`config.mk`:
```
export PLATFORM = sky130hd
export DESIGN_NAME = sfpa_alu
export DESIGN_NICKNAME = d
export VERILOG_FILES = /design/src/sfpa_pkg.sv /design/src/sfpa_alu.sv /design/src/sfpa_sat_add.sv /design/src/sfpa_frac_div.sv
export SDC_FILE = /design/constraint.sdc
export NUM_CORES = 2
export LEC_CHECK = 0
export BUFFER_PORTS_ARGS = -buffer_cell sky130_fd_sc_hd__buf_2
export CAP_MARGIN = 20
export CORE_MARGIN = 1
export CORE_UTILIZATION = 30
export DETAILED_ROUTE_END_ITERATION = 6
export PLACE_DENSITY = 0.5
export SYNTH_ARGS = -nofsm -noshare
export SYNTH_HDL_FRONTEND = slang
export SYNTH_HIERARCHICAL = 1
export SYNTH_SLANG_ARGS = --single-unit
```
`constraint.sdc`:
```
create_clock -name sys_clk_i -period 4.3 [get_ports sys_clk_i]
set_clock_uncertainty 0.2 [all_clocks]
set_input_delay 0.215 -clock sys_clk_i [delete_from_list [all_inputs] [get_ports sys_clk_i]]
set_output_delay 0.215 -clock sys_clk_i [all_outputs]
set_load 0.03 [all_outputs]
```
`src/sfpa_pkg.sv`:
```
// Shared constants, operation codes and state layout of the fixed-point ALU.
// Assumes every design file imports the whole package in its module header.
package sfpa_pkg;

   // ***********************************************************
   // Word types and limits
   // ***********************************************************
   localparam int SFPA_SW = 16; // Short word width
   localparam int SFPA_LW = 32; // Long word width
   localparam int SFPA_CW = 16; // Shift count width

   localparam logic [15:0] SFPA_S_MAX = 16'h7fff; // +32767
   localparam logic [15:0] SFPA_S_MIN = 16'h8000; // -32768
   localparam logic [31:0] SFPA_L_MAX = 32'h7fffffff;
   localparam logic [31:0] SFPA_L_MIN = 32'h80000000;

   // ***********************************************************
   // Multiply scaling
   // ***********************************************************
   localparam logic [32:0] SFPA_ROUND = 33'h000004000; // 16384 rounding term
   localparam int SFPA_FRAC_SHIFT = 15;

   // ***********************************************************
   // Shift count limits
   // ***********************************************************
   localparam logic [16:0] SFPA_SHL_LIM = 17'h00020; // At or above: all bits gone
   localparam logic [16:0] SFPA_SHR_LIM = 17'h0001f; // At or above: sign only

   // ***********************************************************
   // Valid-bit masks of received words
   // ***********************************************************
   localparam logic [15:0] SFPA_SAMPLE_MASK = 16'hfff8; // Top 13 bits valid
   localparam logic [2:0] SFPA_PBITS_MIN = 3'h2; // Fewest valid parameter bits
   localparam logic [2:0] SFPA_PBITS_MAX = 3'h7; // Most valid parameter bits

   // ***********************************************************
   // Operation codes
   // ***********************************************************
   typedef enum logic [4:0] {
      SFPA_OP_ADD,      // Short saturating add
      SFPA_OP_SUB,      // Short saturating subtract
      SFPA_OP_MULT,     // Fractional product
      SFPA_OP_MULT_R,   // Rounded fractional product
      SFPA_OP_ABS,      // Saturating magnitude
      SFPA_OP_DIV,      // Fractional quotient
      SFPA_OP_L_MULT,   // Widening doubled product
      SFPA_OP_L_ADD,    // Long saturating add
      SFPA_OP_L_SUB,    // Long saturating subtract
      SFPA_OP_L_ADD_K,  // Long add of a short constant
      SFPA_OP_L_SUB_K,  // Long subtract of a short constant
      SFPA_OP_SHL,      // Short left shift
      SFPA_OP_SHR,      // Short right shift
      SFPA_OP_L_SHL,    // Long left shift
      SFPA_OP_L_SHR,    // Long right shift
      SFPA_OP_WIDEN,    // Short to long
      SFPA_OP_NARROW,   // Long to short
      SFPA_OP_MASK_SMP, // Keep valid sample bits
      SFPA_OP_MASK_PAR  // Keep valid parameter bits
   } sfpa_op_t;

   // ***********************************************************
   // Registered state of the top module
   // ***********************************************************
   typedef struct packed {
      logic valid;
      logic sat;
      logic [31:0] res;
   } sfpa_state_t;

   localparam sfpa_state_t SFPA_STATE_RST = '{valid: 1'b0, sat: 1'b0, res: 32'h00000000};

endpackage

```
`src/sfpa_alu.sv`:
```
// Saturating fixed-point ALU for a speech codec datapath: short and long
// arithmetic, scaled multiplies, divide, shifts, widening and masking.
// Assumes the sequencing logic drives all operands synchronously to sys_clk_i
// and issues at most one operation per clock.
`timescale 1ns/1ps
module sfpa_alu import sfpa_pkg::*; (
   input wire logic sys_clk_i,                  // 20 MHz system clock
   input wire logic rst_n_i,                    // Asynchronous reset, active low
   input wire logic valid_i,                    // Operation strobe
   input wire sfpa_op_t op_i,                   // Operation select
   input wire logic [SFPA_SW-1:0] s_a_i,        // Short operand one
   input wire logic [SFPA_SW-1:0] s_b_i,        // Short operand two or constant
   input wire logic [SFPA_LW-1:0] l_a_i,        // Long operand one
   input wire logic [SFPA_LW-1:0] l_b_i,        // Long operand two
   input wire logic [SFPA_CW-1:0] cnt_i,        // Signed shift count
   input wire logic [2:0] pbits_i,              // Valid parameter bits, 2..7
   output logic res_valid_o,                    // Result valid
   output logic [SFPA_SW-1:0] s_res_o,          // Short result
   output logic [SFPA_LW-1:0] l_res_o,          // Long result
   output logic sat_o                           // Result was clamped
);

   // ***********************************************************
   // State
   // ***********************************************************
   sfpa_state_t state_q;
   sfpa_state_t state_d;

   // ***********************************************************
   // Shift helper shared by short and long shifts
   // ***********************************************************
   // Short words are shifted as sign-extended longs and cut back, so one
   // shifter covers both widths; counts beyond the word clamp cleanly.
   function automatic logic [31:0] sfpa_shift(input logic [31:0] v,
                                              input logic [15:0] cnt,
                                              input logic left);
      logic go_left;
      logic [16:0] mag;
      logic [31:0] r;
      go_left = left ^ cnt[15];
      if (cnt[15]) begin
         mag = 17'h00000 - {cnt[15], cnt};
      end else begin
         mag = {1'b0, cnt};
      end
      if (go_left) begin
         if (mag >= SFPA_SHL_LIM) begin
            r = 32'h00000000; // All bits shifted out
         end else begin
            r = v << mag[4:0];
         end
      end else begin
         if (mag >= SFPA_SHR_LIM) begin
            r = {32{v[31]}}; // Only sign copies remain
         end else begin
            r = 32'($signed(v) >>> mag[4:0]);
         end
      end
      return r;
   endfunction

   // ***********************************************************
   // Operand widening
   // ***********************************************************
   logic [SFPA_LW-1:0] a_wide;
   logic [SFPA_LW-1:0] b_wide;

   // Short operands enter long arithmetic only after sign extension
   assign a_wide = {{(SFPA_LW-SFPA_SW){s_a_i[SFPA_SW-1]}}, s_a_i};
   assign b_wide = {{(SFPA_LW-SFPA_SW){s_b_i[SFPA_SW-1]}}, s_b_i};

   // Short shifts run on the widened operand; the low half is kept
   logic [SFPA_LW-1:0] sh_left;
   logic [SFPA_LW-1:0] sh_right;
   assign sh_left = sfpa_shift(a_wide, cnt_i, 1'b1);
   assign sh_right = sfpa_shift(a_wide, cnt_i, 1'b0);

   // ***********************************************************
   // Short saturating add and subtract
   // ***********************************************************
   logic [SFPA_SW-1:0] s_sum;
   logic s_sum_sat;
   logic s_sub;

   assign s_sub = (op_i == SFPA_OP_SUB);

   sfpa_sat_add #(
      .W(SFPA_SW)
   ) u_short_add (
      .a_i(s_a_i),
      .b_i(s_b_i),
      .sub_i(s_sub),
      .sum_o(s_sum),
      .sat_o(s_sum_sat)
   );

   // ***********************************************************
   // Long saturating add and subtract
   // ***********************************************************
   logic [SFPA_LW-1:0] l_b_sel;
   logic [SFPA_LW-1:0] l_sum;
   logic l_sum_sat;
   logic l_sub;
   logic l_konst;

   // Constant forms take the second operand from the short port
   assign l_konst = (op_i == SFPA_OP_L_ADD_K) || (op_i == SFPA_OP_L_SUB_K);
   assign l_sub = (op_i == SFPA_OP_L_SUB) || (op_i == SFPA_OP_L_SUB_K);
   assign l_b_sel = l_konst ? b_wide : l_b_i;

   sfpa_sat_add #(
      .W(SFPA_LW)
   ) u_long_add (
      .a_i(l_a_i),
      .b_i(l_b_sel),
      .sub_i(l_sub),
      .sum_o(l_sum),
      .sat_o(l_sum_sat)
   );

   // ***********************************************************
   // Products
   // ***********************************************************
   logic [SFPA_LW-1:0] prod;
   logic [SFPA_LW:0] prod_rnd;
   logic both_min;
   logic [SFPA_SW-1:0] mult_res;
   logic [SFPA_SW-1:0] mult_r_res;
   logic [SFPA_LW-1:0] l_mult_res;

   // Full signed 32-bit product of two shorts
   // Operands are widened first; a cast of the product would keep 16 bits
   assign prod = 32'($signed(s_a_i)) * 32'($signed(s_b_i));
   assign both_min = (s_a_i == SFPA_S_MIN) && (s_b_i == SFPA_S_MIN);
   // Guard bit keeps the rounding add from wrapping
   assign prod_rnd = {prod[SFPA_LW-1], prod} + SFPA_ROUND;

   // Min times min is the only product that leaves the short range
   assign mult_res = both_min ? SFPA_S_MAX :
                     prod[SFPA_FRAC_SHIFT +: SFPA_SW];
   assign mult_r_res = both_min ? SFPA_S_MAX :
                       prod_rnd[SFPA_FRAC_SHIFT +: SFPA_SW];
   // No clamp: the requester never offers min times min here
   assign l_mult_res = {prod[SFPA_LW-2:0], 1'b0};

   // ***********************************************************
   // Magnitude
   // ***********************************************************
   logic [SFPA_SW-1:0] abs_res;
   logic [SFPA_SW-1:0] s_a_neg;

   assign s_a_neg = SFPA_SW'(0) - s_a_i;
   // Negating the most negative short would wrap back onto itself
   assign abs_res = (s_a_i == SFPA_S_MIN) ? SFPA_S_MAX :
                    (s_a_i[SFPA_SW-1] ? s_a_neg : s_a_i);

   // ***********************************************************
   // Fractional divide
   // ***********************************************************
   logic [SFPA_SW-1:0] div_res;

   // Unrolled for single-cycle issue; deepest path of the block
   sfpa_frac_div #(
      .W(SFPA_SW)
   ) u_div (
      .num_i(s_a_i),
      .den_i(s_b_i),
      .quo_o(div_res)
   );

   // ***********************************************************
   // Valid-bit masking of received words
   // ***********************************************************
   logic [2:0] pbits_c;
   logic [SFPA_SW-1:0] par_mask;
   logic [SFPA_SW-1:0] smp_res;
   logic [SFPA_SW-1:0] par_res;

   // Out-of-range widths are pulled into the legal span
   always_comb begin
      if (pbits_i < SFPA_PBITS_MIN) begin
         pbits_c = SFPA_PBITS_MIN;
      end else begin
         pbits_c = pbits_i;
      end
      par_mask = SFPA_SW'(~(SFPA_LW'(-1) << pbits_c));
   end

   // Junk in the low sample bits or high parameter bits is dropped
   assign smp_res = s_a_i & SFPA_SAMPLE_MASK;
   assign par_res = s_a_i & par_mask;

   // ***********************************************************
   // Result select
   // ***********************************************************
   // Short results are held sign-extended so the long port is meaningful
   always_comb begin
      state_d = state_q;
      state_d.valid = valid_i;
      if (valid_i) begin
         state_d.sat = 1'b0;
         unique case (op_i)
            SFPA_OP_ADD,
            SFPA_OP_SUB: begin
               state_d.res = 32'($signed(s_sum));
               state_d.sat = s_sum_sat;
            end
            SFPA_OP_MULT: begin
               state_d.res = 32'($signed(mult_res));
               state_d.sat = both_min;
            end
            SFPA_OP_MULT_R: begin
               state_d.res = 32'($signed(mult_r_res));
               state_d.sat = both_min;
            end
            SFPA_OP_ABS: begin
               state_d.res = 32'($signed(abs_res));
               state_d.sat = (s_a_i == SFPA_S_MIN);
            end
            SFPA_OP_DIV: begin
               state_d.res = {{(SFPA_LW-SFPA_SW){1'b0}}, div_res};
            end
            SFPA_OP_L_MULT: begin
               state_d.res = l_mult_res;
            end
            SFPA_OP_L_ADD,
            SFPA_OP_L_SUB,
            SFPA_OP_L_ADD_K,
            SFPA_OP_L_SUB_K: begin
               state_d.res = l_sum;
               state_d.sat = l_sum_sat;
            end
            SFPA_OP_SHL: begin
               state_d.res = 32'($signed(sh_left[SFPA_SW-1:0]));
            end
            SFPA_OP_SHR: begin
               state_d.res = 32'($signed(sh_right[SFPA_SW-1:0]));
            end
            SFPA_OP_L_SHL: begin
               state_d.res = sfpa_shift(l_a_i, cnt_i, 1'b1);
            end
            SFPA_OP_L_SHR: begin
               state_d.res = sfpa_shift(l_a_i, cnt_i, 1'b0);
            end
            SFPA_OP_WIDEN: begin
               state_d.res = a_wide;
            end
            SFPA_OP_NARROW: begin
               // Plain truncation, never clamped
               state_d.res = 32'($signed(l_a_i[SFPA_SW-1:0]));
            end
            SFPA_OP_MASK_SMP: begin
               state_d.res = 32'($signed(smp_res));
            end
            SFPA_OP_MASK_PAR: begin
               state_d.res = {{(SFPA_LW-SFPA_SW){1'b0}}, par_res};
            end
            default: begin
               // Unused codes return zero rather than stale data
               state_d.res = 32'h00000000;
            end
         endcase
      end
   end

   // ***********************************************************
   // State register
   // ***********************************************************
   always_ff @(posedge sys_clk_i or negedge rst_n_i) begin
      if (!rst_n_i) begin
         state_q <= SFPA_STATE_RST;
      end else begin
         state_q <= state_d;
      end
   end

   // ***********************************************************
   // Outputs
   // ***********************************************************
   // Results are held between operations; valid marks only fresh ones
   assign res_valid_o = state_q.valid;
   assign l_res_o = state_q.res;
   assign s_res_o = state_q.res[SFPA_SW-1:0];
   assign sat_o = state_q.sat;

endmodule

```
`src/sfpa_sat_add.sv`:
```
// Saturating two's complement adder and subtractor of parameterised width.
// Assumes operands of equal width; purely combinational.
`timescale 1ns/1ps
module sfpa_sat_add import sfpa_pkg::*; #(
   parameter int W = 16
) (
   input wire logic [W-1:0] a_i,  // First operand
   input wire logic [W-1:0] b_i,  // Second operand
   input wire logic sub_i,        // High: a minus b
   output logic [W-1:0] sum_o,    // Clamped result
   output logic sat_o             // Result was clamped
);

   // ***********************************************************
   // One guard bit catches overflow in either direction
   // ***********************************************************
   logic [W:0] wide;

   always_comb begin
      if (sub_i) begin
         wide = {a_i[W-1], a_i} - {b_i[W-1], b_i};
      end else begin
         wide = {a_i[W-1], a_i} + {b_i[W-1], b_i};
      end
      sat_o = wide[W] ^ wide[W-1];
      if (!sat_o) begin
         sum_o = wide[W-1:0];
      end else if (wide[W]) begin
         sum_o = {1'b1, {(W-1){1'b0}}}; // Below range: most negative
      end else begin
         sum_o = {1'b0, {(W-1){1'b1}}}; // Above range: most positive
      end
   end

endmodule

```
`src/sfpa_frac_div.sv`:
```
// Fractional restoring divider, fully unrolled within one clock.
// Assumes 0 <= num <= den and den > 0; other operands give no defined answer.
`timescale 1ns/1ps
module sfpa_frac_div import sfpa_pkg::*; #(
   parameter int W = 16
) (
   input wire logic [W-1:0] num_i, // Dividend
   input wire logic [W-1:0] den_i, // Divisor
   output logic [W-1:0] quo_o      // Quotient, top bit zero
);

   // ***********************************************************
   // W-1 quotient bits; equal operands fill every bit, giving max
   // ***********************************************************
   logic [W:0] rem;
   logic [W:0] den_x;

   always_comb begin
      rem = {1'b0, num_i};
      den_x = {1'b0, den_i};
      quo_o = '0;
      for (int k = 0; k < W - 1; k++) begin
         quo_o = {quo_o[W-2:0], 1'b0};
         rem = {rem[W-1:0], 1'b0};
         if (rem >= den_x) begin
            rem = rem - den_x;
            quo_o[0] = 1'b1;
         end
      end
   end

endmodule

```
==> qor.yml <==
status: "complete, but fails checks"
violations: "DRC, setup timing"
setup_violations: 33
slowest_delay_ns: 0.41
synthCells: 4844
dr_total_vias: 42301
grt.busiest_layer: "met2"
synth_flop_cell: "dfrtp_1"
critical_path.reg2reg.startpoint: "l_res_o[8]$_DFFE_PN0P_"
reg2reg_slack_ns: 1.79
numCtsBuffers: 5
cts.sink_count: 34
grt_use_total_pct: 25.8
setup.worst_path.class: "in2reg"
mappedNetlistArea_sq_um: 36200
max_cap_violations: 0
fmax_ghz: 0.0263
synth_sequential_area_ratio_pct: 2.35
drive_above_1_share_pct: 36.7
globalRoute.totalOverflow: 0
critical_path.max_fanout: 8
clk_root_buffer_cell: "clkbuf_16"
crit_path_end_kind: "register"
worst_ep_required_time_ns: 4.25
final_net_count: 7009
critPathSlowestCell: "o41a_1"
port_buffers: 172
post-dp-hpwl_microns: 132000
maxSlewHeadroom_pct: 28.2
flow.area_growth_from_synthesis_pct: 44.7
firstDrtPassIters: 7
gp_routability_congestion: 1.01
tritoncts: "built"
starting_utilization_of_the_core_area_pct: 30.2
grtUsageMet1_pct: 36.1
global_routing_met2_resource_utilization_pct: 41.9
seq_area_sq_um: 851
dpl_worst_slack_ns: -35.06
io-pin-count: 173
synthesis.yosys.warnings: 6
antenna_found_initial: 9
worstHoldStart: "valid_i"
clkSlewWorstSetupHoldPaths_ns: 0.06
postSynthRegisterBits: 34
hold_path_cells: 1
fin_util_pct: 43.8
routed_wl_microns: 164000
drt_drc_violations_left: 1
detailedRoute.firstIterationViolations: 3495
critPathLaunchType: "input port"
hold-path-endpoint: "res_valid_o$_DFF_PN0_"
path_common_cell: "buf_4"
grt_max_degree: 56
nFillCells: 12232
core.rowCount: 127
floorplan.die_area_sq_um: 122000
antenna_left: 0
grt_util_met3_pct: 3.03
timing.final.hold_violations: 0
timing.setup.tns_ns: -285.08
slew_violations: 0
netlist-cell-type-count: 126
layout.cells.most_common: "buf_4"
cells_on_worst_reg2reg_path: 9
ctsLongestPathBuffers: 2
hold_class: "in2reg"
core_sq_um: 120000
clock_tree.htree_level_count: 2
avgSynthCellArea_sq_um: 7.48
post-route-worst-setup-slack_ns: -33.76
fp.dieH_microns: 350
multiInputGateArea_sq_um: 34800
synth-async-reset-ratio_pct: 100
mean_routed_wirelength_per_cell_microns: 20.8
timing.final.crit_share_pct: 885
die_width_microns: 350
global_route_wire_length_before_repair_microns: 246000
first_global_vias: 41545
clock_latency_ns: 0.28
critPathArrivalTime_ns: 38.00
worst_slew_pin_slew_ns: 1.07
rsz_0062_raised_after_global_routing: "true"
crit-reg2reg-capture: "l_res_o[8]$_DFFE_PN0P_"
period_minus_slack_ns: 38.06
syn_nets: 5585
top_library_cells_by_usage_in_the_layout_fill_and_taps_aside: "1,424 x buf_4, 445 x inv_1, 443 x nand2_1, 371 x nor2_1, 315 x a21oi_1"
synth_edf_count: 0
vias_per_cell: 5.37
[stage by stage]
stage          std cells  instance area, sq um  hold slack [ns]
3_5_place_dp        7701                 49100            0.137
3_3_place_gp        7701                 49100            0.131
2_1_floorplan       4844                 37500           -0.281
5_1_grt             7881                 52500           0.0459
4_1_cts             7817                 50600           0.0327
6_report            7882                 52500           0.0431
[per-layer routing]
layer / vias up / routed length [microns] / share of wire (%)
met5: - / 26 / 0.016
met4: 4 / 5270 / 3.2
met3: 265 / 11400 / 7.0
met2: 1536 / 73100 / 45
met1: 20408 / 74000 / 45
li1: 20088 / - / -
[area by class of cell]
type	count	share of cell area (%)
antenna	1	0.00477
timing repair buffer	1669	24.4
inverter	479	3.53
sequential	34	1.62
clock buffer	7	0.272
multi-input combinational	4079	66.3
clock inverter	1	0.00954
tap	1612	3.85
[sequential cells by signal (all words and copies together), names as in the netlist]
signal / count
sat_o: 1
l_res_o: 32
res_valid_o: 1
[synth_stat cells, types with 56 or more instances]
cell type	number	area, sq um
inv_1	468	1760
nand2_1	451	1690
nor2_1	391	1470
ha_1	359	4490
a21oi_1	358	1790
o21ai_0	281	1410
fa_1	259	5180
xnor2_1	204	1790
clkbuf_1	173	649
and2_1	157	982
a21o_1	135	1010
nor3_1	104	521
mux2_2	101	1140
mux2i_1	98	981
nand3_1	88	440
xor2_1	87	762
mux4_2	56	1260
[cell families after synthesis]
family	Yosys count	synth area share (%)
AND/OR/NAND/NOR	1536	20.6
buffers and inverters	732	8.11
flip-flops	34	2.35
adder cells (fa/ha/maj)	626	26.9
multiplexers	269	9.88
XOR/XNOR	292	7.11
AO/OA/AOI/OAI	1354	25.0
other	1	0.0103
[worst max path at each step]
stage	startpoint	end	slack, ns
after floorplan	s_b_i[15]	l_res_o[0]$_DFFE_PN0P_	-34.46
after global placement	s_b_i[14]	l_res_o[0]$_DFFE_PN0P_	-34.18
after detailed placement	s_b_i[14]	l_res_o[0]$_DFFE_PN0P_	-35.06
after CTS	s_b_i[8]	l_res_o[0]$_DFFE_PN0P_	-33.55
after global routing	s_a_i[7]	l_res_o[0]$_DFFE_PN0P_	-35.73
final	s_a_i[7]	l_res_o[0]$_DFFE_PN0P_	-33.76
[critical path: cells and delay by family]
| kind | cells | cell delay, ns |
|---|---|---|
| AO/OA/AOI/OAI | 142 | 22.54 |
| multiplexers | 3 | 0.76 |
| AND/OR/NAND/NOR | 43 | 5.83 |
| XOR/XNOR | 1 | 0.23 |
| buffers and inverters | 34 | 4.30 |
| adder cells (fa/ha/maj) | 15 | 3.96 |
[timing repair]
action,CTS,global route
hold buffers,1,0
pin swaps,109,148
setup buffers,107,60
hold endpoints to repair,34,0
setup endpoints to repair,33,33
cloned,1,5
resized for setup,122,285
Power is not shown: default switching activity piles up to over one toggle a cycle in this logic, so the estimate is an artifact.
